## src/rtl/fscr_consts.vh

```
`ifndef FSCR_CONSTS_VH
`define FSCR_CONSTS_VH
// ---------------------------------------------------------------
// register pointers (low 8 bits of internal address)
// ---------------------------------------------------------------
`define FSCR_ADDR_CTRL 8'h07
`define FSCR_ADDR_HIGH_SPEED_DIVIDER_LO 8'h17
`define FSCR_ADDR_DIVSEL 8'h18
`define FSCR_ADDR_FB0 8'h1a
`define FSCR_ADDR_FB5 8'h1f
`define FSCR_ADDR_KV 8'h20
`define FSCR_ADDR_FSGAIN 8'h23
`define FSCR_ADDR_CALOVR 8'h45
`define FSCR_ADDR_OFS0 8'he7
`define FSCR_ADDR_OFS1 8'he8
`define FSCR_ADDR_OFS2 8'he9
`define FSCR_ADDR_PAGE 8'hff
// ---------------------------------------------------------------
// field positions
// ---------------------------------------------------------------
`define FSCR_POW2_LSB 4
`define FSCR_POW2_MSB 6
`define FSCR_CALSTART_BIT 3
`define FSCR_CALOVR_BIT 7
`define FSCR_FB_INT_LSB 32
// ---------------------------------------------------------------
// reset values
// ---------------------------------------------------------------
`define FSCR_RST_HIGH_SPEED_DIVIDER_LO 8'h54
`define FSCR_RST_FB_WORD 43'h064_0000_0000
`define FSCR_RST_KV 5'h06
`define FSCR_RST_FSGAIN 8'h80
`define FSCR_RST_CALOVR 8'h01
// ---------------------------------------------------------------
// gain scale: kv ppm/V times two = field times fifteen
// ---------------------------------------------------------------
`define FSCR_KV_X2_MULT 4'hf
`endif

```

## src/rtl/fscr_pow2_decode.v

```verilog
`timescale 1ns/10ps
// ---------------------------------------------------------------
// power-of-two divider decode
// ---------------------------------------------------------------
module fscr_pow2_decode (
  input wire [2:0] code,
  output reg [5:0] ratio,
  output reg bypass
);
  // codes beyond five saturate at divide by 32
  always @* begin
    bypass = (code == 3'h0);
    case (code)
      3'h0: ratio = 6'h01;
      3'h1: ratio = 6'h02;
      3'h2: ratio = 6'h04;
      3'h3: ratio = 6'h08;
      3'h4: ratio = 6'h10;
      default: ratio = 6'h20;
    endcase
  end
endmodule

```

## src/rtl/fscr_regs.v

```verilog
`timescale 1ns/10ps
`include "fscr_consts.vh"
module fscr_regs (
  input wire CORE_CLK,
  input wire RESETN,
  input wire WR_STB,
  input wire RD_STB,
  input wire [7:0] REG_PTR,
  input wire [7:0] WR_DATA,
  output reg [7:0] RD_DATA,
  output reg RD_VALID,
  output reg [9:0] INT_ADDR,
  output reg [2:0] POW2_CODE,
  output reg [5:0] POW2_RATIO,
  output reg POW2_BYPASS,
  output reg [10:0] FB_INT,
  output reg [31:0] FB_FRAC,
  output reg [10:0] HIGH_SPEED_DIVIDER_WORD,
  output reg [8:0] KV_X2_PPM,
  output reg [7:0] FULL_SCALE_GAIN,
  output reg CAL_ALLOWED,
  output reg CAL_START,
  output reg signed [23:0] FINE_OFFSET
);
  // -------------------------------------------------------------
  // storage
  // -------------------------------------------------------------
  reg [1:0] page_r; // bank select
  reg [7:0] high_speed_divider_lo_r; // high speed divider low byte
  reg [7:0] divsel_r; // pow2 field and divider top bits
  reg [42:0] fb_r; // feedback divide word
  reg [4:0] kv_r; // tuning gain field
  reg [7:0] fsgain_r; // full scale gain
  reg [7:0] calovr_r; // override register
  reg [7:0] ofs0_r; // staged low byte
  reg [7:0] ofs1_r; // staged middle byte
  reg [23:0] ofs_r; // active offset
  reg cal_pulse_r; // one-cycle calibration request
  wire [9:0] addr_w;
  wire page0_w;
  wire [5:0] ratio_w;
  wire bypass_w;
  wire [8:0] kv_x2_w;

  // -------------------------------------------------------------
  // address formation
  // -------------------------------------------------------------
  assign addr_w = {page_r, REG_PTR};
  // page register itself is reachable from every page
  assign page0_w = (page_r == 2'h0);
  // gain in half-ppm units keeps the 7.5 factor exact
  assign kv_x2_w = kv_r * {5'h00, `FSCR_KV_X2_MULT};

  // hit test shared by read and write decode
  function hit;
    input [7:0] ptr;
    input [7:0] target;
    input p0;
    begin
      hit = (ptr == target) && (p0 || target == `FSCR_ADDR_PAGE);
    end
  endfunction

  fscr_pow2_decode u_dec (
    .code(divsel_r[`FSCR_POW2_MSB:`FSCR_POW2_LSB]),
    .ratio(ratio_w),
    .bypass(bypass_w)
  );

  // -------------------------------------------------------------
  // register writes
  // -------------------------------------------------------------
  always @(posedge CORE_CLK or negedge RESETN) begin
    if (!RESETN) begin
      page_r <= 2'h0;
      high_speed_divider_lo_r <= `FSCR_RST_HIGH_SPEED_DIVIDER_LO;
      divsel_r <= 8'h00;
      fb_r <= `FSCR_RST_FB_WORD;
      kv_r <= `FSCR_RST_KV;
      fsgain_r <= `FSCR_RST_FSGAIN;
      calovr_r <= `FSCR_RST_CALOVR;
      ofs0_r <= 8'h00;
      ofs1_r <= 8'h00;
      ofs_r <= 24'h000000;
      cal_pulse_r <= 1'b0;
    end else begin
      // calibration request lasts one cycle only
      cal_pulse_r <= 1'b0;
      if (WR_STB) begin
        if (hit(REG_PTR, `FSCR_ADDR_PAGE, page0_w))
          page_r <= WR_DATA[1:0];
        if (hit(REG_PTR, `FSCR_ADDR_CTRL, page0_w))
          cal_pulse_r <= WR_DATA[`FSCR_CALSTART_BIT];
        if (hit(REG_PTR, `FSCR_ADDR_HIGH_SPEED_DIVIDER_LO, page0_w))
          high_speed_divider_lo_r <= WR_DATA;
        if (hit(REG_PTR, `FSCR_ADDR_DIVSEL, page0_w))
          divsel_r <= WR_DATA & 8'h77; // unused bits stay zero
        // feedback bytes 26..31, last one only three bits
        if (page0_w && REG_PTR >= `FSCR_ADDR_FB0 && REG_PTR <= `FSCR_ADDR_FB5) begin
          case (REG_PTR[2:0])
            3'h2: fb_r[7:0] <= WR_DATA;
            3'h3: fb_r[15:8] <= WR_DATA;
            3'h4: fb_r[23:16] <= WR_DATA;
            3'h5: fb_r[31:24] <= WR_DATA;
            3'h6: fb_r[39:32] <= WR_DATA;
            default: fb_r[42:40] <= WR_DATA[2:0];
          endcase
        end
        if (hit(REG_PTR, `FSCR_ADDR_KV, page0_w))
          kv_r <= WR_DATA[4:0];
        if (hit(REG_PTR, `FSCR_ADDR_FSGAIN, page0_w))
          fsgain_r <= WR_DATA;
        if (hit(REG_PTR, `FSCR_ADDR_CALOVR, page0_w))
          calovr_r <= WR_DATA;
        // low bytes only stage, active word untouched
        if (hit(REG_PTR, `FSCR_ADDR_OFS0, page0_w))
          ofs0_r <= WR_DATA;
        if (hit(REG_PTR, `FSCR_ADDR_OFS1, page0_w))
          ofs1_r <= WR_DATA;
        // top byte commits all three together
        if (hit(REG_PTR, `FSCR_ADDR_OFS2, page0_w))
          ofs_r <= {WR_DATA, ofs1_r, ofs0_r};
      end
    end
  end

  // -------------------------------------------------------------
  // read mux; unmapped pointers read zero
  // -------------------------------------------------------------
  always @(posedge CORE_CLK or negedge RESETN) begin
    if (!RESETN) begin
      RD_DATA <= 8'h00;
      RD_VALID <= 1'b0;
    end else begin
      RD_VALID <= RD_STB;
      if (RD_STB) begin
        if (hit(REG_PTR, `FSCR_ADDR_PAGE, page0_w))
          RD_DATA <= {6'h00, page_r};
        else if (!page0_w)
          RD_DATA <= 8'h00; // other pages hold nothing here
        else begin
          case (REG_PTR)
            `FSCR_ADDR_CTRL: RD_DATA <= 8'h00; // start bit reads back cleared
            `FSCR_ADDR_HIGH_SPEED_DIVIDER_LO: RD_DATA <= high_speed_divider_lo_r;
            `FSCR_ADDR_DIVSEL: RD_DATA <= divsel_r;
            8'h1a: RD_DATA <= fb_r[7:0];
            8'h1b: RD_DATA <= fb_r[15:8];
            8'h1c: RD_DATA <= fb_r[23:16];
            8'h1d: RD_DATA <= fb_r[31:24];
            8'h1e: RD_DATA <= fb_r[39:32];
            `FSCR_ADDR_FB5: RD_DATA <= {5'h00, fb_r[42:40]};
            `FSCR_ADDR_KV: RD_DATA <= {3'h0, kv_r};
            `FSCR_ADDR_FSGAIN: RD_DATA <= fsgain_r;
            `FSCR_ADDR_CALOVR: RD_DATA <= calovr_r;
            // staged bytes read back what was written
            `FSCR_ADDR_OFS0: RD_DATA <= ofs0_r;
            `FSCR_ADDR_OFS1: RD_DATA <= ofs1_r;
            `FSCR_ADDR_OFS2: RD_DATA <= ofs_r[23:16];
            default: RD_DATA <= 8'h00;
          endcase
        end
      end
    end
  end

  // -------------------------------------------------------------
  // registered outputs to the synthesis core
  // -------------------------------------------------------------
  always @(posedge CORE_CLK or negedge RESETN) begin
    if (!RESETN) begin
      INT_ADDR <= 10'h000;
      POW2_CODE <= 3'h0;
      POW2_RATIO <= 6'h01;
      POW2_BYPASS <= 1'b1;
      FB_INT <= 11'h064;
      FB_FRAC <= 32'h00000000;
      HIGH_SPEED_DIVIDER_WORD <= 11'h054;
      KV_X2_PPM <= 9'h05a;
      FULL_SCALE_GAIN <= `FSCR_RST_FSGAIN;
      CAL_ALLOWED <= 1'b0;
      CAL_START <= 1'b0;
      FINE_OFFSET <= 24'sh000000;
    end else begin
      INT_ADDR <= addr_w;
      POW2_CODE <= divsel_r[`FSCR_POW2_MSB:`FSCR_POW2_LSB];
      POW2_RATIO <= ratio_w;
      POW2_BYPASS <= bypass_w;
      FB_INT <= fb_r[42:`FSCR_FB_INT_LSB];
      FB_FRAC <= fb_r[31:0];
      HIGH_SPEED_DIVIDER_WORD <= {divsel_r[2:0], high_speed_divider_lo_r};
      KV_X2_PPM <= kv_x2_w;
      FULL_SCALE_GAIN <= fsgain_r;
      CAL_ALLOWED <= ~calovr_r[`FSCR_CALOVR_BIT];
      // a start request is dropped while override holds
      CAL_START <= cal_pulse_r & ~calovr_r[`FSCR_CALOVR_BIT];
      FINE_OFFSET <= ofs_r;
    end
  end
endmodule

```

## config.mk

```make
export PLATFORM = sky130hd
export DESIGN_NAME = fscr_regs
export DESIGN_NICKNAME = d
export VERILOG_FILES = /design/src/rtl/fscr_pow2_decode.v /design/src/rtl/fscr_regs.v
export VERILOG_INCLUDE_DIRS = /design/src /design/src/rtl
export SDC_FILE = /design/constraint.sdc
export NUM_CORES = 1
export LEC_CHECK = 0
export BUFFER_PORTS_ARGS = -buffer_cell sky130_fd_sc_hd__buf_2
export CORE_MARGIN = 2
export CORE_UTILIZATION = 47
export CTS_CLUSTER_DIAMETER = 60
export DETAILED_ROUTE_END_ITERATION = 7
export PLACE_DENSITY = 0.68
export SYNTH_ARGS = -nofsm -noshare
export SYNTH_HDL_FRONTEND = slang
export SYNTH_SLANG_ARGS = --single-unit
```

## constraint.sdc

```tcl
create_clock -name CORE_CLK -period 3.5 [get_ports CORE_CLK]
set_input_delay 0.525 -clock CORE_CLK [delete_from_list [all_inputs] [get_ports CORE_CLK]]
set_output_delay 0.525 -clock CORE_CLK [all_outputs]
set_load 0.05 [all_outputs]
```

== Word-level counts from Yosys, hierarchy flattened ==
Index checks and enable logic that the tools add are counted.

* Bits in registers: 247
* Word-level logic and storage cells: 96

* Bitwise logic cells: 3
* Mux-type cells: 6
* Reductions and logical operators: 29
* Equal/unequal tests: 25
* Magnitude comparators: 2
* Multiply operators: 1

{| class="wikitable"
|+ Operator list
! operator !! count
|-
| case mux 8 bit (14 select lines) || 1
|-
| == test 8 x 5 -> 1 bit, second input constant || 8
|-
| == test 8 bit, second input constant || 4
|-
| case mux 6 bit (5 select lines) || 1
|-
| AND reduction 2 bit || 9
|-
| AND reduction 3 bit || 6
|-
| == test 8 x 6 -> 1 bit, second input constant || 2
|-
| 2-to-1 mux 8 bit || 2
|-
| == test 3 x 2 -> 1 bit, second input constant || 4
|-
| == test 3 bit, second input constant || 4
|-
| logical AND 1 bit || 11
|-
| multiplier 5 x 4 -> 9 bit, second input constant || 1
|-
| == test 8 x 3 -> 1 bit, second input constant || 1
|-
| == test 8 x 7 -> 1 bit, second input constant || 1
|-
| >= comparator 8 x 5 -> 1 bit, second input constant || 1
|-
| <= comparator 8 x 5 -> 1 bit, second input constant || 1
|-
| OR reduction 5 bit || 1
|-
| == test 3 x 1 -> 1 bit, second input constant || 1
|-
| zero test 3 bit || 1
|-
| zero test 2 bit || 1
|-
| 2-to-1 mux 1 bit || 2
|-
| NOT 1 bit || 2
|-
| bitwise AND 1 bit || 1
|}

== Logic depth before layout (Yosys ltp) ==
Gate-level depths: netlist (run 1).

* Word-level depth: 4
* Mapped depth: 11
* Gate-level depth less buffers: 11

== Modules after synthesis ==
A second synthesis (run 1) with hierarchy kept.

* Cell total of the unflattened synthesis: 643
* Area total of the unflattened synthesis: 9509.1 µm²

{| class="wikitable"
|+ Modules (own cells, without submodules)
! module !! area an instance (µm²) !! cells an instance !! times used !! seq. area each (µm²)
|-
| fscr_regs || 9456.6 || 636 || 1 || 6209.7
|-
| fscr_pow2_decode || 52.6 || 7 || 1 || 0.0
|}

== Least setup slack after synthesis (run 1) ==
Ideal clock, no wire load.

* Path type: register to register
* Start: register kv_r[2]
* End: register KV_X2_PPM[8]
* Data arrival time: 2763 ps
* Setup slack: 657 ps
* Cell stages (with the launch flop): 12
* Data required time: 3420 ps
* Path buffers: 0
* Library setup time: 80 ps
* Cells stage by stage: dfstp_2 > inv_1 > fa_1 > fa_1 > inv_1 > ha_1 > nor2b_1 > o21ai_0 > a21oi_1 > o21a_1 > nor2_1 > xnor2_1

* Longest elaborated chain between the ends: 1

{| class="wikitable"
|+ RTL lines
! what !! line !! source
|-
| start, declared || fscr_regs.v:32 || <nowiki>reg [4:0] kv_r;</nowiki>
|-
| start signal, assigned || fscr_regs.v:79 || <nowiki>kv_r <= `FSCR_RST_KV;</nowiki>
|-
| start signal, assigned || fscr_regs.v:110 || <nowiki>kv_r <= WR_DATA[4:0];</nowiki>
|-
| multiplier 5 x 4 -> 9 bit || fscr_regs.v:52 || <nowiki>assign kv_x2_w = kv_r * {5'h00, `FSCR_KV_X2_MULT};</nowiki>
|-
| via kv_x2_w[8] || fscr_regs.v:43 || <nowiki>wire [8:0] kv_x2_w;</nowiki>
|-
| end signal, assigned || fscr_regs.v:191 || <nowiki>KV_X2_PPM <= kv_x2_w;</nowiki>
|-
| end, declared || fscr_regs.v:19 || <nowiki>output reg [8:0] KV_X2_PPM,</nowiki>
|}

The timed path passes the listed nets, and every way through them passes these cells.
A chain may end at the register's enable or synchronous reset.

== Worst setup path after layout (run 1) ==
Same ends and word-level chain as after synthesis.

==> results of run 1 <==
-- logic make-up after synthesis --
logic type      after synthesis  synth area share (%)
flops                       246                  65.5
mux                         129                  15.4
simple gates                111                  6.83
compound gates               82                  6.23
buf+inv                      57                  2.56
fa+ha+maj                    19                  3.08
xor+xnor                      4                 0.371
-- routing by layer --
metal,global-route usage [%],vias to the layer above,share of wire (%)
li1,-,2611,-
met1,33.4,3120,42
met2,38.4,252,48
met3,4.58,46,7.0
met4,5.74,0,2.1
met5,0,-,0
-- state kept, by name, summed over array words and instances, names as in the netlist, 8 cells and up --
name and cells:
calovr_r 8, HIGH_SPEED_DIVIDER_WORD 11, FB_FRAC 32, KV_X2_PPM 9, FB_INT 11, RD_DATA 8
FINE_OFFSET 24, high_speed_divider_lo_r 8, ofs_r 24, ofs1_r 8, fb_r 43, INT_ADDR 10
FULL_SCALE_GAIN 8, fsgain_r 8, ofs0_r 8
-- report_power, final --
group | internal (mW) | switching, mW | leakage (nW)
sequential | 2.97 | 0.0756 | 3.30
combinational | 0.139 | 0.440 | 2.11
clock | 1.56 | 1.05 | 0.402
-- placed cells by master, fill, tap and decap left out, drive strengths merged, types with 12 or more instances in the layout --
cell,Yosys,final
buf,16,160
ha,12,12
inv,25,25
nand2,28,28
nand3,21,21
a22oi,20,20
dfrtp,224,224
mux2,122,122
nor2,17,17
dfstp,22,22
clkbuf,15,35
o21ai,12,12
-- critical path: stages, from the launching register on --
cell,delay [ns]
dfstp_2,0.61
inv_1,0.12
fa_1,0.49
fa_1,0.51
inv_1,0.04
ha_1,0.32
nor2b_1,0.14
o21ai_0,0.21
a21oi_1,0.12
o21a_1,0.18
nor2_1,0.11
xnor2_1,0.12
-- worst paths after layout --
check	depth (start not counted)	startpoint	slack, ns	endpoint
worst min-delay path	1	RESETN	0.09	ofs_r[11]
min in group CORE_CLK	1	REG_PTR[5]	0.21	INT_ADDR[5]
max in group asynchronous	2	RESETN	2.49	FB_INT[2]
worst max-delay path	11	kv_r[2]	0.44	KV_X2_PPM[8]
worst max register to register	11	kv_r[2]	0.44	KV_X2_PPM[8]
worst min register to register	0	ofs_r[15]	0.37	FINE_OFFSET[15]
-- through the flow --
step / std cells / hold WS (ns) / util [%] / setup WS (ns) / instance area, um2
after global routing: 1087 / 0.133 / 57.8 / 0.228 / 11300
final: 1088 / 0.0861 / 57.8 / 0.442 / 11300
after CTS: 1087 / 0.106 / 57.8 / 0.462 / 11300
after detailed placement: 1042 / 0.358 / 53.6 / 0.474 / 10500
after floorplan: 648 / 0.229 / - / 0.657 / 9440
after global placement: 1042 / 0.357 / 53.6 / 0.545 / 10500
-- layout make-up --
| cell class | instances | share of cell area (%) |
|---|---|---|
| Sequential cell | 246 | 54.6 |
| Inverter | 26 | 0.862 |
| Tap cell | 265 | 2.93 |
| Timing Repair Buffer | 160 | 7.71 |
| Multi-Input combinational cell | 345 | 26.6 |
| Clock buffer | 35 | 6.30 |
| Antenna cell | 1 | 0.0221 |
| Clock inverter | 10 | 0.928 |
==> impl_results.md, run 1 <==
* Max Freq at between 300 and 400 MHz
* Fin. Hold Viols at 0
* Share of layout cells above drive strength 1 at 43.1%
* First-pass GRT wire length at 38800 um
* Hold-fix buffers, CTS at 0
* CTS Buf Count at 25
* Antenna Violating Nets Remaining at 0
* Synthesized area at ~9400 um2
* Rel. slew slack at between 40% and 50%
* H-tree Lvls at 1
* Worst EP required at 3.94 ns
* Final count of negative-setup-slack endpoints at 0
* Worst-path fanout max at 6
* Post-Synthesis Cells at 648
* Initial antenna violation count at 0
* Synth area leader: dfrtp_1
* Max Slew Vio Count at 0
* WL/cell at 22.9 um
* Largest net degree at the start of global routing at roughly 110
* Tightest Pin Transition at 0.815 ns
* Gpl congestion at 0.957
* Initial Util at 48.2%
* HP Class: input port to async pin
* Syn_nets at 687
* Gr usage total at 23.7%
* Remaining global-route overflow at 0
* Root Driver: clkbuf_16
* # rows at slightly above 50
* Pwr Total at between 6 and 7 mW
* FF+latch count, synth at 246
* Synth warn at 0
* Vert. Die Dim at approximately 150 um
* WL final at around 25000 um
* Syn avg cell area at 14.6 um2
* 1st-iter DRT viols at approximately 390
* Yosys top cell area share at 59.4%
* WP data arrival at 3.49 ns
* Static Leak at 5.81 nW
* Skew-Pair Late Insertion Delay at 0.52 ns
* Most common library cells after synthesis: dfrtp_1 (224), mux2_2 (122), nand2_1 (28)
* Period utilization at 87.4%
* Via/cell ratio at 5.54
* Residual DRC at 0
* Top Ports at ~150
* Most frequent cell after synthesis: dfrtp_1
* CTS tree: built
* Ys flop type: dfrtp_1
* Port Buffers at 145
* Maximum vdd drop at 0.363 mV
* Nets at 843
* Crit path capture type: flip-flop
* Ys async rst share at 100%
* CP Class: flip-flop to flip-flop
* Area of the multi-input gates at 3010 um2
* Setup TNS at 0 ns
* Tmin final at 3.06 ns
* Postcts setup bufs at 0
* Startpoint types: flip-flop
* Vias in the first global route at 6369
* Die W at 146 um
* Register area at slightly above 6000 um2
* Total iterations of the first detailed-routing run at 5
* Detailed-route via count at 6029
* Unique masters post-synth at 60
* CTS sink count at 246
* PD cells at roughly 550 nW/um2
* Die area at roughly 21000 um2
* Max-cap violation count at 0
* Clock skew at between 0.009 and 0.01 ns
* Area Overhead vs Synth at 19.9%
* Core Area at 19600 um2
* Resized cells post-CTS at 0
* Synth top area cells: dfrtp_1 (59%), mux2_2 (15%), dfstp_2 (6.1%), a22oi_1 (1.6%), ha_1 (1.6%)
* Status: finished clean
* RSZ-0062 raised after global routing: false
* Clock slew at reported path FFs at 0.06 ns
* Clk buf depth at 3
* Post-synth EDFFs at 0
* Register area share after synthesis at 65.5%
* Fillcell total at 1580
* Final HPWL DP at roughly 17000 um
No activity file was read; power rests on OpenSTA's default activity.
==> run 2, diff against run 1 <==
RECOVER_POWER = 50   (was default)
==> impl_results.md, run 2 (same netlist as run 1, synthesis figures left out) <==
* WL/cell at 22.8 um (was 22.9 um)
* Tightest hold margin at 0.267 ns (was 0.0861 ns)
* Resized cells post-CTS at 0 (unchanged)
* Area Overhead vs Synth at 19.7% (was 19.9%)
* Clock skew at 0.0124 ns (was 0.00938 ns)
* Reg2Reg Depth at 11 (unchanged)
* CTS Buf Count at 25 (unchanged)
* Share of layout cells above drive strength 1 at 41.0% (was 43.1%)
* Max-cap violation count at 1 (was 0)
* Largest regs: fb_r: 43 flops, FB_FRAC: 32 flops (unchanged)
* Nets at 843 (unchanged)
* Top Ports at 146 (unchanged)
* HP Class: input port to flip-flop (was input port to async pin)
* # rows at 51 (unchanged)
* WP data arrival at 3.52 ns (was 3.49 ns)
* Largest net degree at the start of global routing at 107 (unchanged)
* Startpoint types: flip-flop (unchanged)
* Antenna Violating Nets Remaining at 0 (unchanged)
* Final count of negative-setup-slack endpoints at 0 (unchanged)
* Max Freq at 324 MHz (was 327 MHz)
* Crit path capture type: flip-flop (unchanged)
* Clock slew at reported path FFs at 0.06 ns (about the same)
* Fillcell total at 1587 (was 1580)
* Maximum vdd drop at 0.362 mV (was 0.363 mV)
* Core Area at 19600 um2 (unchanged)
* Period utilization at 88.1% (was 87.4%)
* Rel. slew slack at -82.1% (was 45.7%)
* Die area at 21200 um2 (unchanged)
* CTS sink count at 246 (unchanged)
* Placed instance area at 10500 um2 (unchanged)
* First-pass GRT wire length at 38800 um (unchanged)
* Gr usage total at 23.7% (unchanged)
* Vias in the first global route at 6369 (unchanged)
* Residual DRC at 0 (unchanged)
* Pwr Total at 6.24 mW (was 6.25 mW)
* Port Buffers at 145 (unchanged)
* Vert. Die Dim at 146 um (unchanged)
* Fin. Hold Viols at 0 (unchanged)
* Commonest non-fill, non-tap cell in the layout: dfrtp_1 (unchanged)
* Worst EP required at 3.94 ns (about the same)
* Setup TNS at 0 ns (unchanged)
* Post-route cell area at 11300 um2 (about the same)
* Via/cell ratio at 5.55 (was 5.54)
* Total iterations of the first detailed-routing run at 5 (unchanged)
* Initial Util at 48.2% (unchanged)
* Failing checks: capacitance limit, slew limit
* CTS tree: built (unchanged)
* Worst-path fanout max at 5 (was 6)
* PD cells at 553 nW/um2 (was 552 nW/um2)
* Final HPWL DP at 17300 um (unchanged)
* Remaining global-route overflow at 0 (unchanged)
* Most frequent cells in the layout: dfrtp_1 (224), buf_2 (136), mux2_2 (122) (was dfrtp_1 (224), buf_2 (144), mux2_2 (122))
* Hold-fix buffers, CTS at 0 (unchanged)
* Top reg by flops: fb_r (unchanged)
* RSZ-0062 raised after global routing: false (unchanged)
* Detailed-route via count at 6033 (was 6029)
* Tmin final at 3.08 ns (was 3.06 ns)
* Initial antenna violation count at 0 (unchanged)
* Die W at 146 um (unchanged)
* CP Class: flip-flop to flip-flop (unchanged)
* Tightest Pin Transition at 2.73 ns (was 0.815 ns)
* Area of the multi-input gates at 3010 um2 (unchanged)
* Max reg flops at 43 (unchanged)
* Status: finished, violations left (was finished clean)
* Skew-Pair Late Insertion Delay at 0.52 ns (about the same)
* Clk buf depth at 3 (unchanged)
* H-tree Lvls at 1 (unchanged)
* Static Leak at 5.78 nW (was 5.81 nW)
* Register area at 6180 um2 (unchanged)
* Hold path cells at 1
* Finished Core Util at 57.7% (was 57.8%)
* Postcts setup bufs at 0 (unchanged)
* WL final at 24800 um (was 24900 um)
* 1st-iter DRT viols at 400 (was 388)
* Max Slew Vio Count at 105 (was 0)
* Gpl congestion at 0.957 (unchanged)
* Root Driver: clkbuf_16 (unchanged)
* Ant. Diodes at 0 (was 1)
-- run 2: worst max-delay path, cell delays in order, from the launching register on --
cell and delay, ns:
dfstp_1 0.63, inv_1 0.10, fa_1 0.50, fa_1 0.51
inv_1 0.04, ha_1 0.32, nor2b_1 0.14, o21ai_0 0.21
a21oi_1 0.12, o21a_1 0.18, nor2_1 0.11, xnor2_1 0.12
-- run 2: final timing paths --
check / startpoint / endpoint / slack [ns]
worst max-delay path: kv_r[1] / KV_X2_PPM[8] / 0.42
worst min-delay path: REG_PTR[4] / INT_ADDR[4] / 0.27
worst max register to register: kv_r[1] / KV_X2_PPM[8] / 0.42
worst min register to register: ofs_r[15] / FINE_OFFSET[15] / 0.37
max in group asynchronous: RESETN / fb_r[2] / 1.05
min in group asynchronous: RESETN / FINE_OFFSET[11] / 0.88
-- run 2: area by class of cell --
cell class / instances / area share [%]
sequential: 246 / 54.7
multi-input combinational: 345 / 26.7
timing repair buffer: 160 / 7.52
clock buffer: 35 / 6.31
tap: 265 / 2.94
clock inverter: 10 / 0.931
inverter: 26 / 0.864
-- run 2: routing by layer --
layer,global-route usage [%],up-vias,part of all wire (%)
met5,0,-,0
met4,5.74,0,2.3
met3,4.58,45,7.0
met2,38.4,246,48
met1,33.4,3128,42
li1,-,2614,-
-- run 2: power breakdown --
group          switching [mW]  leakage [nW]  total, mW  internal, mW
Sequential             0.0758          3.30       3.05          2.97
Clock                    1.06         0.402       2.62          1.56
Combinational           0.439          2.08      0.576         0.137
-- run 2: per-stage QoR --
stage          setup slack (ns)  cells
2_1_floorplan             0.657    648
3_3_place_gp              0.545   1042
3_5_place_dp              0.474   1042
4_1_cts                   0.462   1087
5_1_grt                   0.198   1087
6_report                  0.418   1087
